`src/sbg_pkg.sv`:
```
package sbg_pkg;

  // register byte addresses on the bus
  localparam logic [7:0] ADR_BAUD  = 8'h00;
  localparam logic [7:0] ADR_BUF   = 8'h04;
  localparam logic [7:0] ADR_CON1  = 8'h08;
  localparam logic [7:0] ADR_CON2  = 8'h0C;
  localparam logic [7:0] ADR_CON3  = 8'h10;
  localparam logic [7:0] ADR_MASK  = 8'h14;
  localparam logic [7:0] ADR_STAT  = 8'h18;

  // reset values
  localparam logic [7:0] RST_REG   = 8'h00;
  localparam logic [1:0] RST_STAT  = 2'h0;

  // field positions
  localparam int CON1_WCOL   = 7;
  localparam int CON1_EN     = 5;
  localparam int CON1_CKP    = 4;
  localparam int CON2_STOP   = 2;
  localparam int STAT_STOP   = 4;
  localparam int STAT_XFER   = 2;
  localparam int STAT_BF     = 0;

  // mode field codes
  localparam logic [3:0] MODE_I2C_MASTER = 4'h8;
  localparam logic [3:0] MODE_SPI_BRG    = 4'hA;

  // timing: counter steps every TICK_CLKS system clocks
  localparam logic [9:0] TICK_CLKS  = 10'h002;
  localparam logic [4:0] HALVES_SPI = 5'h10;
  localparam logic [4:0] HALVES_I2C = 5'h12;

  typedef struct packed {
    logic        cyc;
    logic        stb;
    logic        we;
    logic [7:0]  adr;
    logic [31:0] dat;
    logic [3:0]  sel;
  } sbg_wb_req_s;

  typedef enum logic [2:0] {
    ST_IDLE = 3'b001,
    ST_XFER = 3'b010,
    ST_STOP = 3'b100
  } sbg_state_e;

  function automatic logic sbg_is_i2c(input logic [7:0] con1);
    sbg_is_i2c = con1[CON1_EN] && (con1[3:0] == MODE_I2C_MASTER);
  endfunction : sbg_is_i2c

  function automatic logic sbg_is_spi(input logic [7:0] con1);
    sbg_is_spi = con1[CON1_EN] && (con1[3:0] == MODE_SPI_BRG);
  endfunction : sbg_is_spi

endpackage : sbg_pkg

```
`src/sbg_divider_counter.sv`:
```
`timescale 1ns/1ps
module sbg_divider_counter
  import sbg_pkg::*;
(
  // clock and reset
  input  wire logic       clk,
  input  wire logic       srst,
  // control
  input  wire logic       tick,
  input  wire logic       load,
  input  wire logic       run,
  input  wire logic [7:0] reload,
  // state
  output logic      [7:0] count,
  output logic            rollover
);

  logic [7:0] cnt_q;
  logic [7:0] cnt_d;

  assign count    = cnt_q;
  assign rollover = run && tick && !load && (cnt_q == 8'h00);

  always_comb
  begin
    cnt_d = cnt_q;
    if (load || rollover)
      cnt_d = reload;
    else if (run && tick)
      cnt_d = cnt_q - 8'h01;
  end

  always_ff @(posedge clk)
  begin
    if (srst)
      cnt_q <= RST_REG;
    else
      cnt_q <= cnt_d;
  end
endmodule : sbg_divider_counter

```
`src/sbg_baud_gen.sv`:
```
// Local design decisions: the Wishbone slave port and the address map.
`timescale 1ns/1ps
module sbg_baud_gen
  import sbg_pkg::*;
(
  // clock and reset
  input  wire logic        clk,
  input  wire logic        srst,
  // wishbone slave
  input  wire sbg_wb_req_s wb_req,
  output logic      [31:0] wb_dat_o,
  output logic             wb_ack_o,
  // serial clock pin
  input  wire logic        scl_i,
  output logic             scl_o,
  output logic             scl_oe_n,
  // status
  output logic             busy
);

  sbg_state_e st_q, st_d;
  logic [7:0] baud_q, baud_d;
  logic [7:0] buf_q, buf_d;
  logic [7:0] con1_q, con1_d;
  logic [7:0] con2_q, con2_d;
  logic [7:0] con3_q, con3_d;
  logic [7:0] mask_q, mask_d;
  logic [1:0] stat_sw_q, stat_sw_d;
  logic       bf_q, bf_d;
  logic       stop_seen_q, stop_seen_d;
  logic       sclk_q, sclk_d;
  logic [4:0] halves_q, halves_d;
  logic       ack_q, ack_d;
  logic [7:0] rd_q, rd_d;
  logic       tick_q, tick_d;
  logic       scl_m_q, scl_s_q;

  logic       i2c, spi, wr, load, stretch, run, rollover;
  logic [7:0] cnt;
  logic [7:0] rd_mux;
  logic [7:0] stat_rd;
  logic [4:0] last_half;

  assign i2c       = sbg_is_i2c(con1_q);
  assign spi       = sbg_is_spi(con1_q);
  assign last_half = i2c ? HALVES_I2C : HALVES_SPI;
  // write lands at the edge where the master sees ack
  assign wr        = wb_req.cyc && wb_req.stb && wb_req.we && ack_q && wb_req.sel[0];
  // a released clock held low by a slave freezes the divider at its reload
  assign stretch   = i2c && sclk_q && !scl_s_q && (st_q != ST_IDLE);
  assign run       = (st_q != ST_IDLE) && !stretch;
  assign stat_rd   = {stat_sw_q, 1'b0, stop_seen_q, 1'b0, st_q != ST_IDLE, 1'b0, bf_q};

  // one counter for both modes
  sbg_divider_counter u_div (
    .clk      (clk),
    .srst     (srst),
    .tick     (tick_q),
    .load     (load || stretch),
    .run      (run),
    .reload   (baud_q),
    .count    (cnt),
    .rollover (rollover)
  );

  always_comb
  begin
    unique case (wb_req.adr)
      ADR_BAUD: rd_mux = baud_q;
      ADR_BUF:  rd_mux = buf_q;
      ADR_CON1: rd_mux = con1_q;
      ADR_CON2: rd_mux = con2_q;
      ADR_CON3: rd_mux = con3_q;
      ADR_MASK: rd_mux = mask_q;
      ADR_STAT: rd_mux = stat_rd;
      default:  rd_mux = 8'h00;
    endcase
  end

  always_comb
  begin
    st_d        = st_q;
    baud_d      = baud_q;
    buf_d       = buf_q;
    con1_d      = con1_q;
    con2_d      = con2_q;
    con3_d      = con3_q;
    mask_d      = mask_q;
    stat_sw_d   = stat_sw_q;
    bf_d        = bf_q;
    stop_seen_d = stop_seen_q;
    sclk_d      = sclk_q;
    halves_d    = halves_q;
    load        = 1'b0;
    tick_d      = !tick_q;
    ack_d       = wb_req.cyc && wb_req.stb && !ack_q;
    rd_d        = ack_d ? rd_mux : rd_q;
    if (wr)
    begin
      unique case (wb_req.adr)
        ADR_BAUD: baud_d = wb_req.dat[7:0];
        ADR_BUF:
          if (st_q == ST_IDLE)
          begin
            buf_d = wb_req.dat[7:0];
            if (i2c || spi)
            begin
              st_d        = ST_XFER;
              load        = 1'b1;
              halves_d    = 5'h00;
              bf_d        = 1'b1;
              stop_seen_d = 1'b0;
              sclk_d      = i2c ? 1'b0 : con1_q[CON1_CKP];
            end
          end
        ADR_CON1: con1_d = {con1_q[CON1_WCOL] && wb_req.dat[CON1_WCOL], wb_req.dat[6:0]};
        ADR_CON2:
        begin
          con2_d = wb_req.dat[7:0];
          if (wb_req.dat[CON2_STOP] && i2c && st_q == ST_IDLE)
          begin
            st_d   = ST_STOP;
            sclk_d = 1'b1;
            load   = 1'b1;
          end
          else
            con2_d[CON2_STOP] = 1'b0;
        end
        ADR_CON3: con3_d    = wb_req.dat[7:0];
        ADR_MASK: mask_d    = wb_req.dat[7:0];
        ADR_STAT: stat_sw_d = wb_req.dat[7:6];
        default:  ;
      endcase
    end
    // collision flag set wins over a software clear
    if (wr && wb_req.adr == ADR_BUF && st_q != ST_IDLE)
      con1_d[CON1_WCOL] = 1'b1;
    unique case (st_q)
      ST_IDLE: ;
      ST_XFER:
        if (rollover)
        begin
          sclk_d   = !sclk_q;
          halves_d = halves_q + 5'h01;
          if (halves_q == last_half - 5'h01)
          begin
            st_d = ST_IDLE;
            bf_d = 1'b0;
          end
        end
      ST_STOP:
        if (rollover)
        begin
          st_d              = ST_IDLE;
          con2_d[CON2_STOP] = 1'b0;
          stop_seen_d       = 1'b1;
        end
      default: st_d = ST_IDLE;
    endcase
    if (!con1_q[CON1_EN])
    begin
      st_d              = ST_IDLE;
      bf_d              = 1'b0;
      stop_seen_d       = 1'b0;
      con2_d[CON2_STOP] = 1'b0;
    end
  end

  always_ff @(posedge clk)
  begin
    if (srst)
    begin
      st_q        <= ST_IDLE;
      baud_q      <= RST_REG;
      buf_q       <= RST_REG;
      con1_q      <= RST_REG;
      con2_q      <= RST_REG;
      con3_q      <= RST_REG;
      mask_q      <= RST_REG;
      stat_sw_q   <= RST_STAT;
      bf_q        <= 1'b0;
      stop_seen_q <= 1'b0;
      sclk_q      <= 1'b1;
      halves_q    <= 5'h00;
      ack_q       <= 1'b0;
      rd_q        <= RST_REG;
      tick_q      <= 1'b0;
      scl_m_q     <= 1'b1;
      scl_s_q     <= 1'b1;
    end
    else
    begin
      st_q        <= st_d;
      baud_q      <= baud_d;
      buf_q       <= buf_d;
      con1_q      <= con1_d;
      con2_q      <= con2_d;
      con3_q      <= con3_d;
      mask_q      <= mask_d;
      stat_sw_q   <= stat_sw_d;
      bf_q        <= bf_d;
      stop_seen_q <= stop_seen_d;
      sclk_q      <= sclk_d;
      halves_q    <= halves_d;
      ack_q       <= ack_d;
      rd_q        <= rd_d;
      tick_q      <= tick_d;
      scl_m_q     <= scl_i;
      scl_s_q     <= scl_m_q;
    end
  end

  // i2c is open drain, spi drives both levels
  assign scl_o    = spi ? sclk_q : 1'b0;
  assign scl_oe_n = !(spi || (i2c && !sclk_q));
  assign wb_ack_o = ack_q;
  assign wb_dat_o = {24'h000000, rd_q};
  assign busy     = (st_q != ST_IDLE);

  // helper: clocks between rollovers
  logic [9:0] gap_q;
  always_ff @(posedge clk)
  begin
    if (srst || rollover)
      gap_q <= 10'h001;
    else if (gap_q != 10'h3FF)
      gap_q <= gap_q + 10'h001;
  end
endmodule : sbg_baud_gen

```
`config.mk`:
```
export PLATFORM = sky130hd
export DESIGN_NAME = sbg_baud_gen
export DESIGN_NICKNAME = d
export VERILOG_FILES = /design/src/sbg_pkg.sv /design/src/sbg_divider_counter.sv /design/src/sbg_baud_gen.sv
export SDC_FILE = /design/constraint.sdc
export NUM_CORES = 1
export LEC_CHECK = 0
export BUFFER_PORTS_ARGS = -buffer_cell sky130_fd_sc_hd__buf_2
export CELL_PAD_IN_SITES_DETAIL_PLACEMENT = 1
export CELL_PAD_IN_SITES_GLOBAL_PLACEMENT = 1
export CORE_ASPECT_RATIO = 1.75
export CORE_MARGIN = 2
export CORE_UTILIZATION = 41
export DETAILED_ROUTE_END_ITERATION = 6
export GPL_TIMING_DRIVEN = 0
export PLACE_DENSITY_LB_ADDON = 0.12
export SLEW_MARGIN = 20
export SYNTH_ARGS = -nofsm -noshare
export SYNTH_HDL_FRONTEND = slang
export SYNTH_HIERARCHICAL = 1
export SYNTH_SLANG_ARGS = --single-unit
export TNS_END_PERCENT = 5
```
`constraint.sdc`:
```
create_clock -name clk -period 3.4 [get_ports clk]
set_input_delay 0.34 -clock clk [delete_from_list [all_inputs] [get_ports clk]]
set_output_delay 0.34 -clock clk [all_outputs]
set_load 0.02 [all_outputs]
```
# Word-level counts from Yosys, hierarchy flattened
# Index checks and enable logic that the tools add are counted.
[op_classes]
n_eq_ne = 13
n_mux = 54
n_bitwise = 1
addsub = 3
n_reduce_logical = 45
[ops]
columns = ["cell", "count"]
rows = [
  ["$pmux W8 S7", 1],
  ["$mux W8", 4],
  ["$mux W5", 6],
  ["$mux W1", 29],
  ["$mux W3", 9],
  ["$eq A8 B5 Y1 const B", 3],
  ["$logic_and A1 B1 Y1", 20],
  ["$eq A8 B4 Y1 const B", 2],
  ["$logic_not A8 Y1", 2],
  ["$reduce_and A2 Y1", 7],
  ["$pmux W3 S3", 1],
  ["$eq A4 B4 Y1 const B", 2],
  ["$eq A8 B3 Y1 const B", 1],
  ["$sub A8 B1 Y8 const B", 1],
  ["$logic_not A1 Y1", 7],
  ["$pmux W3 S2", 1],
  ["$reduce_bool A2 Y1", 3],
  ["$add A5 B1 Y5 const B", 1],
  ["$eq A5 B5 Y1", 1],
  ["$sub A5 B1 Y5 const B", 1],
  ["$logic_or A1 B1 Y1", 4],
  ["$pmux W1 S2", 2],
  ["$eq A3 B1 Y1 const B", 1],
  ["$eq A3 B2 Y1 const B", 1],
  ["other kinds (6)", 6],
]
[word_totals]
elab_cells = 136
regBits = 81
in_bits = 50
out_inout_bits = 36

# Longest topological paths before layout
# Gate-level depths: netlist (run 1).
[logic_depth]
word_depth = 13
mapped_depth = 13
mapped_depth_nobuf = 11

# Hierarchy
# The synthesis (run 1) kept the hierarchy.
[by_module_without_submodules]
columns = ["module", "seq_area_each_um2", "instances", "cells_per_inst", "area_per_inst_um2"]
rows = [
  ["sbg_baud_gen", 1461.4, 1, 396, 3606.0],
  ["sbg_divider_counter", 160.2, 1, 78, 596.8],
]

# Worst setup path before layout (run 1)
# No wires, ideal clock.
[synth_timing]
path_type = "reg-to-reg"
startpoint = "reg ack_q, in the netlist wb_ack_o"
endpoint = "reg st_q[0]"
t_required_ps = 3260
period_less_slack_ps = 2856
t_arrival_ps = 2716
setup_time_ps = 140
stages_incl_launch_ff = 13
path_slack_ps = 544
n_path_buf = 2
path_cell_list = "dfxtp_1 > and4_1 > and4_1 > buf_4 > o21ai_1 > nand2_1 > clkbuf_1 > nor3_1 > or3b_1 > a21oi_1 > a21oi_1 > a311oi_1 > o21ai_0"
[synth_via]
elab_chain_cells = 9
word_cells_on_any_way = 12
cone_classes = "mux (6); reduce/logical (6)"
[synth_rtl]
columns = ["element", "line_no", "rtl"]
rows = [
  ["start, declared", "sbg_baud_gen.sv:33", "logic ack_q, ack_d;"],
  ["start signal, assigned", "sbg_baud_gen.sv:205", "ack_q <= ack_d;"],
  ["$logic_and A1 B1 Y1 (*) (2 in series)", "sbg_baud_gen.sv:48", "assign wr = wb_req.cyc && wb_req.stb && wb_req.we && ack_q && wb_req.sel[0];"],
  ["$mux W1 (*)", "sbg_baud_gen.sv:98", "if (wr)"],
  ["$logic_or A1 B1 Y1 (*)", "sbg_baud_gen.sv:59", ".load (load || stretch),"],
  ["$logic_not A1 Y1 (*)", "sbg_divider_counter.sv:22", "assign rollover = run && tick && !load && (cnt_q == 8'h00);"],
  ["$logic_and A1 B1 Y1 (*) (2 in series)", "sbg_divider_counter.sv:22", ""],
  ["via rollover", "sbg_baud_gen.sv:38", "logic i2c, spi, wr, load, stretch, run, rollover;"],
  ["$mux W3 (on tied branches)", "sbg_baud_gen.sv:152, sbg_baud_gen.sv:141", ""],
  ["$pmux W3 S3 (*)", "sbg_baud_gen.sv:138", "unique case (st_q)"],
  ["end signal, assigned", "sbg_baud_gen.sv:193", "st_q <= st_d;"],
  ["end, declared", "sbg_baud_gen.sv:21", "sbg_state_e st_q, st_d;"],
]
# The timed path passes the listed nets; every way through them passes the cells marked *.
# A chain may end at the register's enable or synchronous reset.

# Worst setup path after layout (run 1)
[layout_timing]
startpoint = "reg con1_q[0]"
endpoint = "reg halves_q[3]"
[layout_via]
elab_chain_cells = 13
word_cells_on_any_way = 28
cone_classes = "eq/ne (2); mux (11); reduce/logical (15)"
[layout_rtl]
columns = ["element", "line_no", "rtl"]
rows = [
  ["start, declared", "sbg_baud_gen.sv:24", "logic [7:0] con1_q, con1_d;"],
  ["start signal, assigned", "sbg_baud_gen.sv:196", "con1_q <= con1_d;"],
  ["$eq A4 B4 Y1 (on tied branches)", "sbg_pkg.sv:50, sbg_pkg.sv:54", ""],
  ["$logic_and A1 B1 Y1 (on tied branches)", "sbg_pkg.sv:50, sbg_pkg.sv:54", ""],
  ["$logic_or A1 B1 Y1 / $logic_and A1 B1 Y1 (equally long branches)", "sbg_baud_gen.sv:106, sbg_baud_gen.sv:120", ""],
  ["$mux W1 / $logic_and A1 B1 Y1 (equally long branches)", "sbg_baud_gen.sv:106, sbg_baud_gen.sv:120", ""],
  ["$mux W1 (on tied branches)", "sbg_baud_gen.sv:103, sbg_baud_gen.sv:120", ""],
  ["$pmux W1 S2", "sbg_baud_gen.sv:100", "unique case (wb_req.adr)"],
  ["$mux W1", "sbg_baud_gen.sv:98", ""],
  ["$logic_or A1 B1 Y1", "sbg_baud_gen.sv:59", ""],
  ["$logic_not A1 Y1", "sbg_divider_counter.sv:22", ""],
  ["$logic_and A1 B1 Y1 (*) (2 in series)", "sbg_divider_counter.sv:22", ""],
  ["via rollover", "sbg_baud_gen.sv:38", ""],
  ["$mux W5 (*)", "sbg_baud_gen.sv:141", "if (rollover)"],
  ["$mux W5 (*)", "sbg_baud_gen.sv:138", ""],
  ["end signal, assigned", "sbg_baud_gen.sv:204", "halves_q <= halves_d;"],
  ["end, declared", "sbg_baud_gen.sv:32", "logic [4:0] halves_q, halves_d;"],
]
# Marked as above.

==> results of run 1 <==
## cell families after synthesis
family                   count (synthesis)  share of synthesized area (%)
AO/OA/AOI/OAI                          103                           15.2
multiplexers                            54                           14.1
adder cells (fa/ha/maj)                  3                          0.893
buffers and inverters                   55                           7.74
flip-flops                              81                           38.6
other                                    1                         0.0892
AND/OR/NAND/NOR                        177                           23.3
## path summary, 6_finish.rpt
check             from     endpoint  slack, ns
max          con1_q[0]  halves_q[3]       0.20
min              scl_i      scl_m_q       0.18
max reg2reg  con1_q[0]  halves_q[3]       0.20
min reg2reg    scl_m_q      scl_s_q       0.41
## synthesized netlist by cell type, types with 2 or more instances
cell | n | area (um2)
buf_2 | 5 | 25.0
a311oi_1 | 2 | 17.5
nand3_1 | 14 | 70.1
nand2_1 | 39 | 146
and3_1 | 6 | 37.5
nor3_4 | 3 | 48.8
buf_4 | 26 | 195
clkbuf_1 | 12 | 45.0
and2_1 | 6 | 37.5
a31oi_1 | 8 | 50.1
a22oi_1 | 6 | 45.0
nand3b_1 | 2 | 15.0
a221oi_1 | 2 | 17.5
o31ai_1 | 4 | 30.0
mux2i_1 | 48 | 480
and4bb_2 | 2 | 25.0
mux2_2 | 3 | 33.8
nand2b_1 | 5 | 31.3
nor2_1 | 58 | 218
inv_1 | 5 | 18.8
o21ai_0 | 28 | 140
o211ai_1 | 4 | 30.0
nor2b_1 | 5 | 31.3
a21oi_1 | 31 | 155
nor3b_1 | 2 | 15.0
and4_1 | 2 | 17.5
or3_1 | 3 | 18.8
nor4_4 | 2 | 42.5
nand4_1 | 5 | 31.3
or2_2 | 3 | 18.8
buf_6 | 2 | 22.5
o21a_1 | 4 | 30.0
mux4_1 | 3 | 78.8
ha_1 | 3 | 37.5
nor3_1 | 7 | 35.0
dfxtp_1 | 81 | 1620
buf_1 | 4 | 15.0
## state kept, by name, indices dropped and copies added (netlist names), 8 cells and up
register and flops:
con3_q 8, u_div/count 8, con2_q 8, mask_q 8, con1_q 8, baud_q 8
rd_q 8, buf_q 8
## metal layers
metal  vias up  wire length [um]  track usage (%)
met1      1786              4820             24.6
met4         0               268             8.95
met5         -                 0                0
met2        71              6940             46.1
li1       1788                 -                -
met3        23               331             2.99
## area by class of cell
type,instances,area share [%]
clock inverters,5,1.66
clock buffers,10,4.67
flip-flops and latches,81,33.1
plain buffers,48,6.10
repair buffers,30,3.06
well taps,125,3.19
multi-input cells,361,47.8
inverters,6,0.459
## through the flow
step	hold slack, ns	instances	instance area (um2)
after global routing	0.204	666	4900
after detailed placement	0.395	652	4600
after global placement	0.392	652	4600
after CTS	0.177	666	4900
after floorplan	0.389	497	4290
final	0.184	666	4900
## where the power goes
group	internal [mW]	switching, mW
combinational	0.0452	0.0977
clock	0.640	0.403
sequential	0.951	0.00160
## worst max-delay path, stage by stage (launching register included)
cell	delay, ns
dfxtp_1	0.39
and4bb_2	0.28
and3_1	0.21
o21ai_1	0.27
nand2_2	0.27
nor3_1	0.61
and3_1	0.25
clkbuf_1	0.31
a21oi_1	0.18
o21ai_0	0.19
a21oi_1	0.08
## timing repair
action                                  CTS  global route
endpoints found under the setup margin    7             7
resized for setup                         0             1
setup buffers                             0             0
==> metrics.txt, run 1 <==
# TYPE chip_impl_metric gauge
chip_impl_metric{name="post_synthesis_async_set_or_reset_flop_share",unit="%"} 0
chip_impl_metric{name="tritoncts.num_buffers",unit=""} 9
chip_impl_metric{name="place_hpwl",unit="um"} 9610
chip_impl_metric{name="grt_pass1_wl",unit="um"} 19700
chip_impl_metric{name="die_width",unit="um"} 80.5
chip_impl_metric{name="finalClockSkew",unit="ns"} 0.00878
chip_impl_metric{name="layout.nets",unit=""} 590
chip_impl_metric{name="tightest_slew",unit="ns"} 0.765
chip_impl_metric{name="synth_seq_cells",unit=""} 81
chip_impl_metric{name="share_of_final_layout_standard_cells_stronger_than_drive_strength_1",unit="%"} 18.7
chip_impl_metric{name="start_util",unit="%"} 42.4
chip_impl_info{name="cts_root_buffer",value="clkbuf_16"} 1
chip_impl_metric{name="h-tree-depth",unit=""} 3
chip_impl_metric{name="rr_worst_depth",unit=""} 10
chip_impl_info{name="setup.worst_path.class",value="reg -> reg"} 1
chip_impl_info{name="status",value="complete, no violations"} 1
chip_impl_info{name="tritoncts",value="built"} 1
chip_impl_metric{name="setup_violations",unit=""} 0
chip_impl_metric{name="cts_max_path_buffers",unit=""} 2
chip_impl_metric{name="regArea",unit="um2"} 1620
chip_impl_metric{name="p_leak",unit="nW"} 1.99
chip_impl_metric{name="total_routing_usage_reported_by_global_routing",unit="%"} 23.5
chip_impl_metric{name="netlist-cell-type-count",unit=""} 66
chip_impl_metric{name="min_period_over_period",unit="%"} 94.0
chip_impl_metric{name="place.gp.congestion",unit=""} 0.870
chip_impl_metric{name="post_synthesis_cells",unit=""} 474
chip_impl_metric{name="place_ws",unit="ns"} -0.283
chip_impl_metric{name="slew_headroom",unit="%"} 49.0
chip_impl_metric{name="antennaDiodeCount",unit=""} 0
chip_impl_metric{name="floorplan.die_area",unit="um2"} 11100
chip_impl_metric{name="remaining_drc_errors",unit=""} 0
chip_impl_metric{name="min_path_cells",unit=""} 2
chip_impl_metric{name="cellPowerDensity",unit="nW/um2"} 436
chip_impl_metric{name="syn-mean-instance-area",unit="um2"} 8.87
chip_impl_metric{name="netlist_area",unit="um2"} 4200
chip_impl_metric{name="routed_wl",unit="um"} 12400
chip_impl_metric{name="fillers",unit=""} 1218
chip_impl_metric{name="synth_enable_flop_cells",unit=""} 0
chip_impl_info{name="critPathLaunchType",value="register"} 1
chip_impl_info{name="dominantRegCellSynth",value="dfxtp_1"} 1
chip_impl_info{name="layout.cells.most_common",value="dfxtp_1"} 1
chip_impl_metric{name="total_power",unit="mW"} 2.14
chip_impl_metric{name="final_max_slew_viol_count",unit=""} 0
chip_impl_metric{name="drt-vias-per-instance",unit=""} 5.51
chip_impl_metric{name="grt_antenna_before_repair",unit=""} 0
chip_impl_metric{name="firstDrtPassIters",unit=""} 4
chip_impl_metric{name="design.core.area",unit="um2"} 9910
chip_impl_info{name="layout.cells.most_common_list",value="dfxtp_1, nor2_1, mux2i_1, nand2_1, buf_2"} 1
chip_impl_metric{name="ys.warnings.count",unit=""} 6
chip_impl_metric{name="ios",unit=""} 86
chip_impl_metric{name="max_freq",unit="MHz"} 313
chip_impl_metric{name="postRouteAntennaNets",unit=""} 0
chip_impl_metric{name="clk_pin_slew",unit="ns"} 0.07
chip_impl_metric{name="multi_input_area",unit="um2"} 2340
chip_impl_metric{name="post-route-worst-setup-slack",unit="ns"} 0.205
chip_impl_metric{name="std_cell_rows",unit=""} 48
chip_impl_metric{name="clkSinkCount",unit=""} 81
chip_impl_metric{name="cts_stage_hold_buffer_count",unit=""} 0
chip_impl_metric{name="crit_required",unit="ns"} 3.60
chip_impl_metric{name="clock_latency",unit="ns"} 0.34
chip_impl_metric{name="worstPathArrival",unit="ns"} 3.39
chip_impl_info{name="worst_setup_path_end_kind",value="register"} 1
chip_impl_info{name="worst_hold_path_type",value="in -> reg"} 1
chip_impl_metric{name="vias_after_detailed_routing",unit=""} 3668
chip_impl_metric{name="detailedRoute.firstIterationViolations",unit=""} 206
chip_impl_metric{name="post_drt_wl_per_cell",unit="um"} 18.6
chip_impl_metric{name="number_of_global_route_vias_before_repair",unit=""} 3770
chip_impl_metric{name="die_height",unit="um"} 138
chip_impl_metric{name="worstPathMaxFanout",unit=""} 16
chip_impl_metric{name="seq_area_frac_synth",unit="%"} 38.6
chip_impl_info{name="grt_setup_unrepaired",value="no"} 1
chip_impl_metric{name="finish.utilization",unit="%"} 49.5
chip_impl_metric{name="grt_start_max_net_pins",unit=""} 17
chip_impl_metric{name="buffer_ports.inserted",unit=""} 30
chip_impl_metric{name="globalRoute.totalOverflow",unit=""} 0
chip_impl_metric{name="final-hold-violation-count",unit=""} 0
chip_impl_metric{name="tns",unit="ns"} 0
chip_impl_metric{name="timing.final.crit_period",unit="ns"} 3.20
chip_impl_metric{name="worst_ir_drop_vdd",unit="V"} 0.000336
chip_impl_metric{name="area_growth_syn_to_layout",unit="%"} 16.7
chip_impl_metric{name="reported_max_cap_violation_count",unit=""} 0
(Power assumes the default switching activity.)
==> run 2, diff against run 1 <==
--- a/config.mk
+++ b/config.mk
@@ -14,6 +14,7 @@
 export DETAILED_ROUTE_END_ITERATION = 6
 export GPL_TIMING_DRIVEN = 0
 export PLACE_DENSITY_LB_ADDON = 0.12
+export RECOVER_POWER = 100
 export SLEW_MARGIN = 20
 export SYNTH_ARGS = -nofsm -noshare
 export SYNTH_HDL_FRONTEND = slang
==> run 2 against run 1 <==
  * Clock power hardly changed
  * Sequential power hardly changed
  * Global-route usage did not move
  * Sequential share of layout area grew 0.46 points
  * Routed wire length is 0.79% higher
  * Highest routed layer unchanged
  * Non-clock buffer count unchanged
  * Hold slack is essentially flat
  * Register-to-register slack gained 0.06 ns
  * Critical endpoint unchanged
  * First-iteration DRC count down 16%
==> metrics.txt, run 2 (synthesized netlist as in run 1, its figures left out) <==
# TYPE chip_impl_metric gauge
chip_impl_info{name="crit_path_cells",value="and4bb_1, and3_1, o21ai_1, nand2_2, nor3_1, and3_1, clkbuf_1, a21oi_1, o21ai_0, a21oi_1"} 1
chip_impl_metric{name="setup_violations",unit=""} 0
chip_impl_metric{name="slowest_delay",unit="ns"} 0.59
chip_impl_info{name="dr.max_layer_used",value="met4"} 1
chip_impl_metric{name="rr_worst_depth",unit=""} 10
chip_impl_metric{name="total_routing_usage_reported_by_global_routing",unit="%"} 23.5
chip_impl_metric{name="worstPathMaxFanout",unit=""} 16
chip_impl_metric{name="reported_max_cap_violation_count",unit=""} 0
chip_impl_metric{name="cellPowerDensity",unit="nW/um2"} 441
chip_impl_metric{name="place_hpwl",unit="um"} 9610
chip_impl_metric{name="firstDrtPassIters",unit=""} 4
chip_impl_metric{name="routed_wl",unit="um"} 12500
chip_impl_metric{name="slew_headroom",unit="%"} 4.55
chip_impl_info{name="crit_path_end",value="halves_q[3]"} 1
chip_impl_metric{name="numPlacedInstances",unit=""} 652
chip_impl_metric{name="fillers",unit=""} 1232
chip_impl_metric{name="cts_max_path_buffers",unit=""} 2
chip_impl_metric{name="h-tree-depth",unit=""} 3
chip_impl_info{name="holdCritStartpoint",value="scl_i"} 1
chip_impl_metric{name="drt-vias-per-instance",unit=""} 5.54
chip_impl_metric{name="total_power",unit="mW"} 2.13
chip_impl_metric{name="post_drt_wl_per_cell",unit="um"} 18.7
chip_impl_metric{name="detailedRoute.firstIterationViolations",unit=""} 173
chip_impl_metric{name="layout.nets",unit=""} 590
chip_impl_metric{name="std_cell_rows",unit=""} 48
chip_impl_metric{name="final_max_slew_viol_count",unit=""} 0
chip_impl_metric{name="number_of_global_route_vias_before_repair",unit=""} 3770
chip_impl_metric{name="ios",unit=""} 86
chip_impl_metric{name="crit_required",unit="ns"} 3.60
chip_impl_metric{name="grt_antenna_before_repair",unit=""} 0
chip_impl_info{name="layout.cells.most_common",value="dfxtp_1"} 1
chip_impl_metric{name="layout.cells.non_filler",unit=""} 666
chip_impl_metric{name="tritoncts.num_buffers",unit=""} 9
chip_impl_metric{name="multi_input_area",unit="um2"} 2300
chip_impl_info{name="worst_path_dominant_cell_family",value="simple AND/OR/NAND/NOR gates"} 1
chip_impl_info{name="timing.rr.start",value="con1_q[5]"} 1
chip_impl_metric{name="area_growth_syn_to_layout",unit="%"} 15.1
chip_impl_metric{name="min_period_over_period",unit="%"} 92.2
chip_impl_metric{name="met3_wirelength",unit="um"} 398
chip_impl_metric{name="start_util",unit="%"} 42.4
chip_impl_metric{name="path_buf_inv",unit=""} 1
chip_impl_info{name="grt_setup_unrepaired",value="no"} 1
chip_impl_info{name="critPathLaunchType",value="register"} 1
chip_impl_metric{name="route.met2.wl",unit="um"} 6950
chip_impl_metric{name="postPlaceCellArea",unit="um2"} 4600
chip_impl_metric{name="postRouteAntennaNets",unit=""} 0
chip_impl_metric{name="grt_pass1_wl",unit="um"} 19700
chip_impl_metric{name="share_of_final_layout_standard_cells_stronger_than_drive_strength_1",unit="%"} 14.8
chip_impl_metric{name="postCtsSetupBuffers",unit=""} 0
chip_impl_info{name="regToRegEndpoint",value="halves_q[3]"} 1
chip_impl_metric{name="remaining_drc_errors",unit=""} 0
chip_impl_metric{name="grt_start_max_net_pins",unit=""} 17
chip_impl_info{name="worst_setup_path_end_kind",value="register"} 1
chip_impl_metric{name="design.core.area",unit="um2"} 9910
chip_impl_info{name="setup.worst_path.class",value="reg -> reg"} 1
chip_impl_metric{name="max_freq",unit="MHz"} 319
chip_impl_metric{name="clock_latency",unit="ns"} 0.34
chip_impl_metric{name="regArea",unit="um2"} 1620
chip_impl_metric{name="worst_ir_drop_vdd",unit="V"} 0.000337
chip_impl_metric{name="floorplan.die_area",unit="um2"} 11100
chip_impl_metric{name="cts_stage_hold_buffer_count",unit=""} 0
chip_impl_metric{name="worst-r2r-setup-slack",unit="ns"} 0.27
chip_impl_metric{name="finalClockSkew",unit="ns"} 0.00713
chip_impl_metric{name="timing.final.crit_period",unit="ns"} 3.13
chip_impl_metric{name="worstPathArrival",unit="ns"} 3.33
chip_impl_metric{name="tightest_slew",unit="ns"} 1.42
chip_impl_info{name="tritoncts",value="built"} 1
chip_impl_metric{name="final-hold-violation-count",unit=""} 0
chip_impl_metric{name="antennaDiodeCount",unit=""} 0
chip_impl_info{name="cts_root_buffer",value="clkbuf_16"} 1
chip_impl_metric{name="m1WireLength",unit="um"} 4870
chip_impl_metric{name="die_width",unit="um"} 80.5
chip_impl_info{name="timing.critical_path.slowest_stage_cell",value="nor3_1"} 1
chip_impl_metric{name="globalRoute.totalOverflow",unit=""} 0
chip_impl_metric{name="logic_depth_of_the_worst_setup_path_including_buffers",unit=""} 10
chip_impl_info{name="layout.cells.most_common_list",value="dfxtp_1, nor2_1, mux2i_1, nand2_1, a21oi_1"} 1
chip_impl_metric{name="buffer_ports.inserted",unit=""} 30
chip_impl_metric{name="clkSinkCount",unit=""} 81
chip_impl_metric{name="vias_after_detailed_routing",unit=""} 3692
chip_impl_metric{name="place_ws",unit="ns"} -0.283
chip_impl_metric{name="die_height",unit="um"} 138
chip_impl_info{name="status",value="complete, no violations"} 1
chip_impl_metric{name="clk_pin_slew",unit="ns"} 0.06
chip_impl_info{name="worst_hold_path_type",value="in -> reg"} 1
chip_impl_metric{name="place.gp.congestion",unit=""} 0.870
chip_impl_metric{name="post_cts_gate_resize_count",unit=""} 0
chip_impl_info{name="crit_start",value="con1_q[5]"} 1
chip_impl_metric{name="finish.instance_area",unit="um2"} 4840
chip_impl_metric{name="post-route-worst-setup-slack",unit="ns"} 0.265
chip_impl_metric{name="p_leak",unit="nW"} 1.92
-- run 2: layout make-up --
cell class | count | area share [%]
multi-input combinational | 361 | 47.5
timing repair buffer | 30 | 2.85
buffer | 48 | 6.03
clock buffer | 10 | 4.73
clock inverter | 5 | 1.68
tap | 125 | 3.23
inverter | 6 | 0.466
sequential | 81 | 33.5
-- run 2: how the worst min path moves through the flow --
stage / end / slack, ns / cells after the start
final: scl_m_q / 0.18 / 2
after global routing: scl_m_q / 0.20 / 2
after CTS: scl_m_q / 0.18 / 2
after detailed placement: scl_s_q / 0.39 / 1
after global placement: scl_s_q / 0.39 / 1
after floorplan: scl_s_q / 0.39 / 1
-- run 2: worst register-to-register path, delay by kind of cell, from the launching register on --
kind                   cells  cell delay (ns)
buffers and inverters      1             0.31
AO/OA/AOI/OAI              4             0.69
AND/OR/NAND/NOR            5             1.61
flip-flops                 1             0.37
-- run 2: where the power goes --
part | switching [mW] | internal (mW)
sequential | 0.00161 | 0.951
combinational | 0.0962 | 0.0445
clock | 0.400 | 0.640
-- run 2: metal layers --
| metal | global-route usage, % | vias up |
|---|---|---|
| li1 | - | 1782 |
| met1 | 24.6 | 1797 |
| met2 | 46.1 | 89 |
| met3 | 2.99 | 24 |
| met4 | 8.95 | 0 |
| met5 | 0 | - |
-- run 2: stage by stage --
step                      setup TNS, ns  util [%]  hold slack (ns)
after global routing                  0      48.8            0.204
after floorplan                       0         -            0.389
final                                 0      48.8            0.185
after CTS                             0      49.5            0.177
after global placement           -0.678      46.4            0.392
after detailed placement          -1.23      46.4            0.395
==> run 3, diff against run 2 <==
--- a/config.mk
+++ b/config.mk
@@ -5,12 +5,13 @@
 export SDC_FILE = /design/constraint.sdc
 export NUM_CORES = 1
 export LEC_CHECK = 0
+export ABC_AREA = 1
 export BUFFER_PORTS_ARGS = -buffer_cell sky130_fd_sc_hd__buf_2
 export CELL_PAD_IN_SITES_DETAIL_PLACEMENT = 1
 export CELL_PAD_IN_SITES_GLOBAL_PLACEMENT = 1
 export CORE_ASPECT_RATIO = 1.75
 export CORE_MARGIN = 2
-export CORE_UTILIZATION = 41
+export CORE_UTILIZATION = 39
 export DETAILED_ROUTE_END_ITERATION = 6
 export GPL_TIMING_DRIVEN = 0
 export PLACE_DENSITY_LB_ADDON = 0.12
==> run 3 against run 2 <==
  * Hold slack better by 0.010 ns
  * Register-to-register slack better by 0.18 ns
  * Synthesized cell count up 36%
==> metrics.txt, run 3 <==
# TYPE chip_impl_metric gauge
chip_impl_info{name="status",value="complete, no violations"} 1
chip_impl_metric{name="netlist_area",unit="um2"} 4300
chip_impl_metric{name="clkSinkCount",unit=""} 81
chip_impl_info{name="combinational_family_with_the_most_area_after_synthesis",value="simple AND/OR/NAND/NOR gates"} 1
chip_impl_metric{name="floorplan.die_area",unit="um2"} 11900
chip_impl_metric{name="slowest_delay",unit="ns"} 0.53
chip_impl_metric{name="place_ws",unit="ns"} 0.203
chip_impl_metric{name="synth_compound_gate_area_share",unit="%"} 14.0
chip_impl_metric{name="post_synthesis_async_set_or_reset_flop_share",unit="%"} 0
chip_impl_metric{name="buffer_ports.inserted",unit=""} 34
chip_impl_info{name="synth_area_leader_cell",value="dfxtp_1"} 1
chip_impl_metric{name="number_of_global_route_vias_before_repair",unit=""} 4477
chip_impl_metric{name="post_cts_gate_resize_count",unit=""} 0
chip_impl_metric{name="area_growth_syn_to_layout",unit="%"} 15.3
chip_impl_metric{name="synth_seq_cells",unit=""} 81
chip_impl_metric{name="netlist-cell-type-count",unit=""} 34
chip_impl_metric{name="place_hpwl",unit="um"} 10700
chip_impl_metric{name="synth_top_area_share",unit="%"} 37.8
chip_impl_metric{name="h-tree-depth",unit=""} 3
chip_impl_metric{name="fillers",unit=""} 1482
chip_impl_metric{name="tns",unit="ns"} 0
chip_impl_info{name="grt_setup_unrepaired",value="no"} 1
chip_impl_metric{name="muxShareOfSynthArea",unit="%"} 0
chip_impl_info{name="cts_root_buffer",value="clkbuf_16"} 1
chip_impl_metric{name="crit_required",unit="ns"} 3.60
chip_impl_metric{name="pwr-share-clk",unit="%"} 47.2
chip_impl_metric{name="p_sw_share",unit="%"} 22.4
chip_impl_info{name="tritoncts",value="built"} 1
chip_impl_metric{name="reported_max_cap_violation_count",unit=""} 0
chip_impl_metric{name="share_seq_of_total_power",unit="%"} 46.3
chip_impl_metric{name="worstPathArrival",unit="ns"} 3.15
chip_impl_info{name="top_cells_by_area_synth",value="dfxtp_1, nand2_1, nand3_1"} 1
chip_impl_info{name="worst_hold_path_type",value="in -> reg"} 1
chip_impl_metric{name="antennaDiodeCount",unit=""} 0
chip_impl_metric{name="final_max_slew_viol_count",unit=""} 0
chip_impl_metric{name="syn-mean-instance-area",unit="um2"} 6.67
chip_impl_metric{name="post-route-worst-setup-slack",unit="ns"} 0.441
chip_impl_metric{name="synthAdderAreaFrac",unit="%"} 0.874
chip_impl_metric{name="die_height",unit="um"} 143
chip_impl_metric{name="vias_after_detailed_routing",unit=""} 4316
chip_impl_info{name="timing.critical_path.slowest_stage_cell",value="nor4b_1"} 1
chip_impl_metric{name="clock_latency",unit="ns"} 0.33
chip_impl_info{name="synth.top_cells.by_count",value="nand2_1, nor2_1, dfxtp_1"} 1
chip_impl_info{name="dominantRegCellSynth",value="dfxtp_1"} 1
chip_impl_metric{name="post_drt_wl_per_cell",unit="um"} 16.2
chip_impl_metric{name="tritoncts.num_buffers",unit=""} 9
chip_impl_metric{name="post_synthesis_cells",unit=""} 644
chip_impl_metric{name="synth_enable_flop_cells",unit=""} 0
chip_impl_info{name="layout.cells.most_common",value="nand2_1"} 1
chip_impl_metric{name="cellInternalPower",unit="mW"} 1.60
chip_impl_metric{name="min_period_over_period",unit="%"} 87.0
chip_impl_metric{name="total_power",unit="mW"} 2.06
chip_impl_metric{name="comb_power_share",unit="%"} 6.5
chip_impl_info{name="setup.worst_path.class",value="reg -> reg"} 1
chip_impl_metric{name="detailedRoute.firstIterationViolations",unit=""} 156
chip_impl_metric{name="numPlacedInstances",unit=""} 831
chip_impl_metric{name="yosys.area_share.xor_xnor",unit="%"} 0.204
chip_impl_metric{name="postRouteAntennaNets",unit=""} 0
chip_impl_metric{name="grt_pass1_wl",unit="um"} 22300
chip_impl_metric{name="die_width",unit="um"} 83.3
chip_impl_metric{name="remaining_drc_errors",unit=""} 0
chip_impl_metric{name="std_cell_rows",unit=""} 50
chip_impl_metric{name="finalClockSkew",unit="ns"} 0.00490
chip_impl_metric{name="seq_area_frac_synth",unit="%"} 37.8
chip_impl_metric{name="place.gp.congestion",unit=""} 0.872
chip_impl_metric{name="total_routing_usage_reported_by_global_routing",unit="%"} 23.6
chip_impl_metric{name="share_of_final_layout_standard_cells_stronger_than_drive_strength_1",unit="%"} 12.3
chip_impl_info{name="critPathLaunchType",value="register"} 1
chip_impl_info{name="yosys.cell_count.top_type",value="nand2_1"} 1
chip_impl_metric{name="design.core.area",unit="um2"} 10700
chip_impl_metric{name="setup_violations",unit=""} 0
chip_impl_metric{name="switchingPower",unit="uW"} 461
chip_impl_metric{name="max_freq",unit="MHz"} 338
chip_impl_metric{name="finish.utilization",unit="%"} 46.3
chip_impl_metric{name="globalRoute.totalOverflow",unit=""} 0
chip_impl_metric{name="routed_wl",unit="um"} 13700
chip_impl_metric{name="grt_start_max_net_pins",unit=""} 13
chip_impl_metric{name="timing.final.crit_period",unit="ns"} 2.96
chip_impl_info{name="crit_path_cells",value="nand3_1, nor2_4, nand3_2, inv_1, nand2_1, nand3_1, inv_2, nand2_1, nor4b_1, nand4_1, inv_1, nand3_1, o21ai_0, nor3_1"} 1
chip_impl_metric{name="ios",unit=""} 86
chip_impl_metric{name="clk_pin_slew",unit="ns"} 0.06
chip_impl_info{name="worst_setup_path_end_kind",value="register"} 1
chip_impl_metric{name="layout.cells.non_filler",unit=""} 846
chip_impl_metric{name="slew_headroom",unit="%"} 59.0
chip_impl_metric{name="drt-vias-per-instance",unit=""} 5.10
chip_impl_metric{name="tightest_slew",unit="ns"} 0.607
chip_impl_metric{name="ys.warnings.count",unit=""} 6
chip_impl_metric{name="cts_max_path_buffers",unit=""} 2
chip_impl_metric{name="start_util",unit="%"} 40.2
chip_impl_metric{name="cellPowerDensity",unit="nW/um2"} 415
chip_impl_metric{name="p_leak",unit="nW"} 2.24
chip_impl_metric{name="worstPathMaxFanout",unit=""} 10
chip_impl_metric{name="layout.nets",unit=""} 765
chip_impl_metric{name="cts_stage_hold_buffer_count",unit=""} 0
chip_impl_info{name="timing.critical_path.mode_cell",value="nand3_1"} 1
chip_impl_metric{name="worst_ir_drop_vdd",unit="V"} 0.000377
chip_impl_metric{name="firstDrtPassIters",unit=""} 4
chip_impl_metric{name="grt_antenna_before_repair",unit=""} 0
chip_impl_metric{name="final-hold-violation-count",unit=""} 0
chip_impl_metric{name="post_synthesis_share_of_cell_area_spent_on_and_or_nand_and_nor_gates",unit="%"} 32.8
chip_impl_metric{name="postCtsSetupBuffers",unit=""} 0
chip_impl_info{name="layout.cells.most_common_list",value="nand2_1, nor2_1, dfxtp_1, inv_1, nand3_1"} 1
==> run 3: cell count changes after synthesis, moves of 7 or more <==
cell | previous run | this run
a31oi_1 | 8 | 1
a21oi_1 | 31 | 50
nand2_2 | 1 | 8
nand3_1 | 14 | 78
inv_1 | 5 | 77
inv_2 | 1 | 8
nor2_1 | 58 | 86
nand2_1 | 39 | 105
o21ai_0 | 28 | 61
mux2i_1 | 48 | 0
==> run 3: layout make-up <==
type                    instances  area [um2]  area share (%)
plain buffers                  43         265            5.36
clock buffers                  12         256            5.18
clock inverters                 3        40.0           0.808
inverters                      87         327            6.59
multi-input cells             456        2130            43.0
flip-flops and latches         81        1620            32.7
well taps                     130         163            3.28
repair buffers                 34         153            3.08
==> run 3: worst paths after layout <==
check | to | cells past startpoint | start | slack, ns
min | scl_m_q | 2 | scl_i | 0.19
max | halves_q[4] | 14 | wb_ack_o | 0.44
min reg2reg | scl_s_q | 1 | scl_m_q | 0.41
max reg2reg | halves_q[4] | 14 | wb_ack_o | 0.44
==> run 3: worst max-delay path, delay by kind of cell (launching register included) <==
family          cells  cell delay, ns
simple gates       10            1.86
buf+inv             3            0.53
flops               1            0.34
compound gates      1            0.08
==> run 3: kinds of logic after synthesis <==
logic type	Yosys count
AOI/OAI and AO/OA	118
xor gates and xnor gates	1
adders and majority gates	3
buffers and inverters	130
DFF	81
other	1
and+or+nand+nor	310
==> run 3: stage by stage <==
stage,hold WS (ns),cell area (um2)
2_1_floorplan,0.389,4380
3_3_place_gp,0.394,4710
3_5_place_dp,0.399,4710
4_1_cts,0.186,5010
5_1_grt,0.194,4950
6_report,0.195,4950
==> run 3: routing by layer <==
layer,share of wire (%),vias to the layer above,track usage (%)
met5,0,-,0
met4,3.0,0,10.4
met3,2.1,20,2.72
met2,57,57,46.6
met1,38,2079,24.5
li1,-,2160,-
==> run 3: power groups by stage <==
stage	Combinational [mW]	Sequential, mW	Clock, mW
global route	0.146	0.953	1.03
global placement	0.131	0.974	0
detailed placement	0.133	0.974	0
CTS	0.133	0.953	0.995
finish	0.133	0.953	0.970
floorplan	0.0875	0.974	0
